<file path="src/timer8_pkg.sv">
package timer8_pkg;

    // register placement in the I/O space
    localparam logic [7:0] ADDR_COMPARE = 8'h23;
    localparam logic [7:0] ADDR_COUNTER = 8'h24;
    localparam logic [7:0] ADDR_CONTROL = 8'h25;
    localparam logic [7:0] IO_SPACE_LAST = 8'h3F;
    localparam logic [7:0] DATA_SPACE_OFFSET = 8'h20;

    // reset values
    localparam logic [7:0] COMPARE_RESET = 8'h00;
    localparam logic [7:0] COUNTER_RESET = 8'h00;
    localparam logic [7:0] CONTROL_RESET = 8'h00;

    // control register fields
    localparam int FOC_BIT = 7;
    localparam int WAVE_LOW_BIT = 6;
    localparam int COM_HI = 5;
    localparam int COM_LO = 4;
    localparam int WAVE_HIGH_BIT = 3;
    localparam int CS_HI = 2;
    localparam int CS_LO = 0;
    localparam logic [7:0] FOC_MASK = 8'h80;

    // counter limits
    localparam logic [7:0] COUNT_MAX = 8'hFF;
    localparam logic [7:0] COUNT_BOTTOM = 8'h00;
    localparam logic [7:0] COUNT_STEP = 8'h01;

    // clock select codes and prescaler masks
    localparam logic [2:0] CS_STOP = 3'h0;
    localparam logic [2:0] CS_DIV1 = 3'h1;
    localparam logic [2:0] CS_DIV8 = 3'h2;
    localparam logic [2:0] CS_DIV32 = 3'h3;
    localparam logic [2:0] CS_DIV64 = 3'h4;
    localparam logic [2:0] CS_DIV128 = 3'h5;
    localparam logic [2:0] CS_DIV256 = 3'h6;
    localparam logic [2:0] CS_DIV1024 = 3'h7;
    localparam logic [9:0] MASK_DIV8 = 10'h007;
    localparam logic [9:0] MASK_DIV32 = 10'h01F;
    localparam logic [9:0] MASK_DIV64 = 10'h03F;
    localparam logic [9:0] MASK_DIV128 = 10'h07F;
    localparam logic [9:0] MASK_DIV256 = 10'h0FF;
    localparam logic [9:0] MASK_DIV1024 = 10'h3FF;
    localparam logic [9:0] PRESCALE_STEP = 10'h001;

    // output actions, equal to the compare output mode codes of non-PWM modes
    localparam logic [1:0] ACT_NONE = 2'h0;
    localparam logic [1:0] ACT_TOGGLE = 2'h1;
    localparam logic [1:0] ACT_CLEAR = 2'h2;
    localparam logic [1:0] ACT_SET = 2'h3;

    // index of each register in the holding and busy arrays
    localparam int HOLD_OCR = 0;
    localparam int HOLD_CNT = 1;
    localparam int HOLD_CTRL = 2;
    localparam int HOLD_REGS = 3;

    typedef enum logic [3:0] {
        MODE_NORMAL = 4'b0001,
        MODE_PHASE = 4'b0010,
        MODE_CTC = 4'b0100,
        MODE_FAST = 4'b1000
    } wave_mode_t;

    typedef struct packed {
        logic wr;
        logic rd;
        logic io_space;
        logic [7:0] addr;
        logic [7:0] wdata;
    } bus_req_t;

    typedef struct packed {
        logic [7:0] cnt;
        logic down;
        logic [7:0] ocr_buf;
        logic [7:0] ocr_act;
        logic [7:0] ctrl;
        logic block;
        logic oc;
        logic [9:0] pre;
        logic [2:0] xs;
        logic xlevel;
        logic [HOLD_REGS-1:0][7:0] hold;
        logic [HOLD_REGS-1:0][1:0] busy_cnt;
        logic [HOLD_REGS-1:0] busy;
        logic [7:0] rd_data;
        logic pin_out;
        logic pin_oe_n;
        logic cmp_evt;
        logic ovf_evt;
    } timer_state_t;

endpackage : timer8_pkg

</file>
<file path="src/timer8_pwm_compare.sv">
`timescale 1ns/1ps

module timer8_pwm_compare #(
    parameter int unsigned XFER_EDGES = 2
) (
    // clock, reset, enable
    input wire logic mclk,
    input wire logic rst_n,
    input wire logic clk_en,
    // register access
    input wire timer8_pkg::bus_req_t io_req,
    output logic [7:0] rd_data,
    // clock source
    input wire logic async_clock_select,
    input wire logic crystal_clock_pin,
    // pin and port
    input wire logic port_data,
    input wire logic port_dir,
    output logic compare_output_pin,
    output logic compare_output_oe_n,
    // events and status
    output logic compare_match_event,
    output logic overflow_event,
    output logic counter_update_busy,
    output logic compare_update_busy,
    output logic control_update_busy
);
    import timer8_pkg::*;

    if (XFER_EDGES < 1 || XFER_EDGES > 3)
    begin : g_bad_xfer
        $error("XFER_EDGES must be 1 to 3");
    end

    localparam logic [1:0] XFER_LOAD = 2'(XFER_EDGES);
    localparam logic [1:0] XFER_LAST = 2'h1;
    timer_state_t s;
    timer_state_t n;
    // one-hot register hit for I/O or data space addresses
    function automatic logic [HOLD_REGS-1:0] reg_hit(input bus_req_t r);
        logic [7:0] a;
        logic [HOLD_REGS-1:0] h;
        a = r.io_space ? r.addr : r.addr - DATA_SPACE_OFFSET;
        h = '0;
        if ((r.io_space || r.addr >= DATA_SPACE_OFFSET) && a <= IO_SPACE_LAST)
        begin
            h[HOLD_OCR] = (a == ADDR_COMPARE);
            h[HOLD_CNT] = (a == ADDR_COUNTER);
            h[HOLD_CTRL] = (a == ADDR_CONTROL);
        end
        return h;
    endfunction : reg_hit
    function automatic wave_mode_t decode_mode(input logic [7:0] c);
        wave_mode_t m;
        unique case ({c[WAVE_HIGH_BIT], c[WAVE_LOW_BIT]})
            2'b00: m = MODE_NORMAL;
            2'b01: m = MODE_PHASE;
            2'b10: m = MODE_CTC;
            2'b11: m = MODE_FAST;
        endcase
        return m;
    endfunction : decode_mode
    function automatic logic presc_tick(input logic [2:0] cs, input logic [9:0] pre);
        logic [9:0] m;
        logic t;
        m = '0;
        t = 1'b0;
        unique case (cs)
            CS_STOP: t = 1'b0;
            CS_DIV1: t = 1'b1;
            CS_DIV8: m = MASK_DIV8;
            CS_DIV32: m = MASK_DIV32;
            CS_DIV64: m = MASK_DIV64;
            CS_DIV128: m = MASK_DIV128;
            CS_DIV256: m = MASK_DIV256;
            CS_DIV1024: m = MASK_DIV1024;
        endcase
        if (cs != CS_STOP && cs != CS_DIV1)
        begin
            t = ((pre & m) == m);
        end
        return t;
    endfunction : presc_tick
    function automatic logic apply_action(input logic oc, input logic [1:0] act);
        logic r;
        unique case (act)
            ACT_NONE: r = oc;
            ACT_TOGGLE: r = ~oc;
            ACT_CLEAR: r = 1'b0;
            ACT_SET: r = 1'b1;
        endcase
        return r;
    endfunction : apply_action
    logic [HOLD_REGS-1:0] hit;
    logic [HOLD_REGS-1:0] apply;
    logic [HOLD_REGS-1:0][7:0] val;
    logic xedge;
    logic src_tick;
    logic tick;
    logic match;
    logic force_now;
    logic [1:0] act;
    logic [1:0] fact;
    logic [1:0] com;
    logic [7:0] top;
    wave_mode_t mode;
    wave_mode_t fmode;

    always_comb
    begin
        n = s;
        n.cmp_evt = 1'b0;
        n.ovf_evt = 1'b0;
        hit = reg_hit(io_req);
        // crystal pin: three stages, level accepted when stages two and three agree
        n.xs = {s.xs[1:0], crystal_clock_pin};
        if (s.xs[2] == s.xs[1])
        begin
            n.xlevel = s.xs[1];
        end
        xedge = s.xs[2] & s.xs[1] & ~s.xlevel;
        src_tick = async_clock_select ? xedge : 1'b1;
        if (src_tick)
        begin
            n.pre = s.pre + PRESCALE_STEP;
        end
        tick = src_tick && presc_tick(s.ctrl[CS_HI:CS_LO], s.pre);
        mode = decode_mode(s.ctrl);
        com = s.ctrl[COM_HI:COM_LO];
        top = (mode == MODE_CTC) ? s.ocr_act : COUNT_MAX;
        match = (s.cnt == s.ocr_act) && !s.block;
        act = ACT_NONE;
        if (tick)
        begin
            n.block = 1'b0;
            n.cmp_evt = match;
            unique case (mode)
                MODE_NORMAL:
                begin
                    n.cnt = s.cnt + COUNT_STEP;
                    n.ovf_evt = (s.cnt == COUNT_MAX);
                    if (match)
                    begin
                        act = com;
                    end
                end
                MODE_CTC:
                begin
                    n.cnt = (s.cnt == top) ? COUNT_BOTTOM : s.cnt + COUNT_STEP;
                    n.ovf_evt = (s.cnt == COUNT_MAX);
                    if (match)
                    begin
                        act = com;
                    end
                end
                MODE_FAST:
                begin
                    n.cnt = s.cnt + COUNT_STEP;
                    if (s.cnt == COUNT_MAX)
                    begin
                        n.ovf_evt = 1'b1;
                        n.ocr_act = s.ocr_buf;
                        // a match at top is dropped in favour of the bottom action
                        if (com[1])
                        begin
                            act = com[0] ? ACT_CLEAR : ACT_SET;
                        end
                    end
                    else if (match && com[1])
                    begin
                        act = com[0] ? ACT_SET : ACT_CLEAR;
                    end
                end
                MODE_PHASE:
                begin
                    if (!s.down)
                    begin
                        if (s.cnt == COUNT_MAX)
                        begin
                            n.down = 1'b1;
                            n.cnt = s.cnt - COUNT_STEP;
                            n.ocr_act = s.ocr_buf;
                        end
                        else
                        begin
                            n.cnt = s.cnt + COUNT_STEP;
                        end
                    end
                    else if (s.cnt == COUNT_BOTTOM)
                    begin
                        n.down = 1'b0;
                        n.cnt = s.cnt + COUNT_STEP;
                        n.ovf_evt = 1'b1;
                    end
                    else
                    begin
                        n.cnt = s.cnt - COUNT_STEP;
                    end
                    // compare at top only matches once, on the turn, so it acts at top
                    if (match && com[1])
                    begin
                        act = (com[0] ^ s.down) ? ACT_SET : ACT_CLEAR;
                    end
                end
            endcase
        end
        // register updates: direct when synchronous, after transfer when asynchronous
        for (int i = 0; i < HOLD_REGS; i++)
        begin
            if (async_clock_select)
            begin
                apply[i] = xedge && (s.busy_cnt[i] == XFER_LAST);
                val[i] = s.hold[i];
                if (xedge && s.busy_cnt[i] != 2'h0)
                begin
                    n.busy_cnt[i] = s.busy_cnt[i] - XFER_LAST;
                end
                if (io_req.wr && hit[i])
                begin
                    n.hold[i] = io_req.wdata;
                    n.busy_cnt[i] = XFER_LOAD;
                end
            end
            else
            begin
                apply[i] = io_req.wr && hit[i];
                val[i] = io_req.wdata;
                n.busy_cnt[i] = 2'h0;
            end
            n.busy[i] = (n.busy_cnt[i] != 2'h0);
        end
        force_now = 1'b0;
        if (apply[HOLD_OCR])
        begin
            n.ocr_buf = val[HOLD_OCR];
        end
        if (apply[HOLD_CNT])
        begin
            n.cnt = val[HOLD_CNT];
            n.block = 1'b1;
        end
        if (apply[HOLD_CTRL])
        begin
            n.ctrl = val[HOLD_CTRL] & ~FOC_MASK;
            force_now = val[HOLD_CTRL][FOC_BIT];
        end
        fmode = decode_mode(n.ctrl);
        if (fmode == MODE_NORMAL || fmode == MODE_CTC)
        begin
            n.ocr_act = n.ocr_buf;
        end
        // forced compare only moves the output; event and counter stay untouched
        fact = ACT_NONE;
        if (force_now && (fmode == MODE_NORMAL || fmode == MODE_CTC))
        begin
            fact = n.ctrl[COM_HI:COM_LO];
        end
        n.oc = apply_action(apply_action(s.oc, act), fact);
        // reads: live counter, held compare and control while asynchronous
        if (io_req.rd)
        begin
            n.rd_data = '0;
            if (hit[HOLD_OCR])
            begin
                n.rd_data = async_clock_select ? s.hold[HOLD_OCR] : s.ocr_buf;
            end
            if (hit[HOLD_CNT])
            begin
                n.rd_data = s.cnt;
            end
            if (hit[HOLD_CTRL])
            begin
                n.rd_data = (async_clock_select ? s.hold[HOLD_CTRL] : s.ctrl) & ~FOC_MASK;
            end
        end
        n.pin_out = (n.ctrl[COM_HI:COM_LO] != ACT_NONE) ? n.oc : port_data;
        n.pin_oe_n = ~port_dir;
    end

    always_ff @(posedge mclk)
    begin
        if (!rst_n)
        begin
            s <= '0;
            s.cnt <= COUNTER_RESET;
            s.ocr_buf <= COMPARE_RESET;
            s.ocr_act <= COMPARE_RESET;
            s.ctrl <= CONTROL_RESET;
            s.pin_oe_n <= 1'b1;
        end
        else if (clk_en)
        begin
            s <= n;
        end
    end

    assign rd_data = s.rd_data;
    assign compare_output_pin = s.pin_out;
    assign compare_output_oe_n = s.pin_oe_n;
    assign compare_match_event = s.cmp_evt;
    assign overflow_event = s.ovf_evt;
    assign counter_update_busy = s.busy[HOLD_CNT];
    assign compare_update_busy = s.busy[HOLD_OCR];
    assign control_update_busy = s.busy[HOLD_CTRL];
endmodule : timer8_pwm_compare

</file>
<file path="config.mk">
export PLATFORM = sky130hd
export DESIGN_NAME = timer8_pwm_compare
export DESIGN_NICKNAME = d
export VERILOG_FILES = /design/src/timer8_pkg.sv /design/src/timer8_pwm_compare.sv
export SDC_FILE = /design/constraint.sdc
export NUM_CORES = 1
export LEC_CHECK = 0
export ABC_AREA = 1
export ABC_CLOCK_PERIOD_IN_PS = 6300
export BUFFER_PORTS_ARGS = -buffer_cell sky130_fd_sc_hd__buf_2
export CAP_MARGIN = 20
export CORE_ASPECT_RATIO = 1.1
export CORE_UTILIZATION = 30
export CTS_CLUSTER_SIZE = 16
export DETAILED_ROUTE_END_ITERATION = 7
export GPL_TIMING_DRIVEN = 1
export PLACE_DENSITY = 0.48
export SYNTH_ARGS = -nofsm -noshare
export SYNTH_HDL_FRONTEND = slang
export SYNTH_SLANG_ARGS = --single-unit
</file>
<file path="constraint.sdc">
create_clock -name mclk -period 6.3 [get_ports mclk]
set_input_delay 1.26 -clock mclk [delete_from_list [all_inputs] [get_ports mclk]]
set_output_delay 1.26 -clock mclk [all_outputs]
set_load 0.05 [all_outputs]
</file>
==> metrics.cfg <==
[power]
powerDensity_nw_per_um2=215.7
p_leak_nw=2.609
vdd_ir_drop_max_v=0.0001235

[sta]
slew_headroom_pct=51.18
clock_skew_ns=0.008915
slew_viol_final=0
max_slew.worst_pin.slew_ns=0.7323
fmax_ghz=0.2952
rsz0062_at_grt=false
finalCriticalPeriod_ns=3.387
post-route-period-util_pct=53.76
finalHoldViolCount=0
finalSetupViolations=0
timing.setup.tns_ns=0

[layout]
num-fill-cells=2090
layout_commonest_cell=nand2_1
finalNetCount=899
final_core_util_pct=34.01
area_growth_pct=10.89
final_cell_mix=nand2_1 (130), inv_1 (126), a21oi_1 (106)
antenna_cells=0
drive_above_1_share_pct=13.56

[worst_setup_path]
slowest_stage=buf_2
crit_required_ns=6.58
path_max_fanout=40
setup.worst_path.class=in2reg
crit_family=buffers and inverters
cp_cell_sequence=buf_2, inv_1, nand4_1, nand2_1, o21ai_4, nand2_4, nand2_4, o21ai_0, a21oi_2
cp-end-kind=register
critPathBufInv=2
crit_top_cell=nand2_4
crit_arrival_ns=3.67
max_stage_delay_ns=0.56
start_kind=primary input

[synthesis]
syn_inst=844
ys_ff_latch=93
synth_nets=885
ys_warn_count=0
yosysSeqAreaShare_pct=32.85
avgSynthCellArea_sq_um=6.714
ys_types=49
synth_edf_count=0
ys_async_sr_fraction_pct=0
synth_ff_type=dfxtp_1
syn_area_sq_um=5667

[routing]
drc=0
routed_via_density=4.810
num_vias=5320
drt_pass1_iterations=5
drt_iter0_markers=289
finalWirelength_um=17260
ant_nets=0
drt-wirelength-per-cell_um=15.60

[die]
rows=52
die_h_um=146.1
die-area_sq_um=19440
core_sq_um=18480
dieWidth_um=133.0
io_pins=41
initial_core_util_pct=30.67

[min_path]
hold_class=reg2reg

[clocking]
htree_levels=3
postCtsSetupBuffers=0
cts_sinks=93
root_buffer=clkbuf_16
clkTransAtPathRegs_ns=0.07
ctsHoldBuffers=0
clockBufferDepth=2
cts_tree=built
cts_inserted_buffers=9
cts_resized=0
clkLatencyLatePin_ns=0.35

[global_routing]
grt.total_usage_pct=18.41
grt_pass1_vias=5133
grt_pass1_wl_um=27650
grt_max_degree=61
overflow=0
antenna_found_initial=0

[placed_design]
finalWeightedCongestion=0.8475
place_hpwl_um=12840
io_buffers=40

[status]
status=finished clean

[job]
cap_violations=0

[worst min-delay path: stages (launching register included)]
cell and delay (ns):
dfxtp_1 0.31, inv_1 0.05, a21oi_1 0.05
[path summary, 6_finish.rpt]
check	start	to	slack (ns)	cells after the start
worst max-delay path	async_clock_select	s[72]	2.91	9
worst max register to register	s[86]	s[92]	3.97	15
worst min register to register	s[28]	s[28]	0.45	2
worst min-delay path	s[28]	s[28]	0.45	2
[power by group]
part           switching [W]  total [W]  internal [W]
Sequential         0.0000132   0.000617      0.000604
Combinational       0.000118   0.000167     0.0000493
Clock               0.000250   0.000572      0.000322
[per-layer routing]
metal / wire, um / GRT usage (%) / up-vias
met2: 8112 / 30.73 / 100
met3: 600 / 2.639 / 23
met4: 454 / 7.414 / 0
met1: 8092 / 23.70 / 2406
li1: - / - / 2791
met5: 0 / 0 / -
[cell families (layout without fill, tap and decap cells)]
kind of cell	count (synthesis)	in the layout	synth area share, %
AND/OR/NAND/NOR	279	279	22.46
AO/OA/AOI/OAI	262	262	25.90
buffers and inverters	180	199	13.16
flip-flops	93	93	32.86
adder cells (fa/ha/maj)	15	15	3.312
XOR/XNOR	15	15	2.318
[synth_stat cells (2+ instances only)]
library cell  number  area, sq um
buf_2              6        30.03
a311oi_1           2        17.52
a31oi_1            6        37.54
buf_4             11        82.58
a22oi_1            2        15.01
o211ai_1          12        90.09
nor2_4             2        22.52
clkbuf_1          20        75.07
o21bai_1           2        15.01
a211oi_1           2        15.01
o21ai_2            5        43.79
o22ai_1            9        56.30
inv_2             11        41.29
o21ai_1            3        15.01
nor3_2             2        20.02
clkinv_1           2        7.510
ha_1              15        187.7
nand2_4            3        33.78
or2_2              6        37.54
xor2_1            14        122.6
inv_1            126        473.0
nor2_2             6        37.54
nand4_1            8        50.05
nor2_1            66        247.7
a21oi_2            6        52.55
o21ai_4            2        32.53
nand3_2            2        20.02
nand3b_1           2        15.01
nor3_1             7        35.03
a21oi_1          106        530.5
o21ai_0          101        505.5
nand2_1          130        488.0
nand2_2            9        56.30
nand3_1           31        155.2
dfxtp_1           93         1862
[area by class of cell]
cell class | instances | area (sq um) | share of cell area (%)
multi-input combinational | 571 | 3059 | 48.69
sequential | 93 | 1862 | 29.63
inverter | 140 | 528.0 | 8.403
tap | 243 | 304.0 | 4.839
clock buffer | 10 | 239.0 | 3.803
timing repair buffer | 43 | 222.7 | 3.544
clock inverter | 6 | 68.82 | 1.095
[registers in the layout, summed over array words and instances, names as in the netlist]
signal,flops
compare_output_pin,1
compare_update_busy,1
overflow_event,1
control_update_busy,1
com,2
compare_match_event,1
compare_output_oe_n,1
rd_data,8
n,2
s,74
counter_update_busy,1
[metrics by stage]
stage	power, W	area [sq um]	hold slack, ns	worst slack, ns	instances
2_1_floorplan	0.0007488	5667	0.4239	3.436	844
3_3_place_gp	0.0007979	5976	0.4377	2.623	1090
3_5_place_dp	0.0007971	5976	0.4399	2.578	1090
4_1_cts	0.001373	6284	0.4519	2.920	1106
5_1_grt	0.001417	6284	0.4616	2.604	1106
6_report	0.001356	6284	0.4517	2.913	1106
Note: power is estimated with default switching activity, not from simulation.
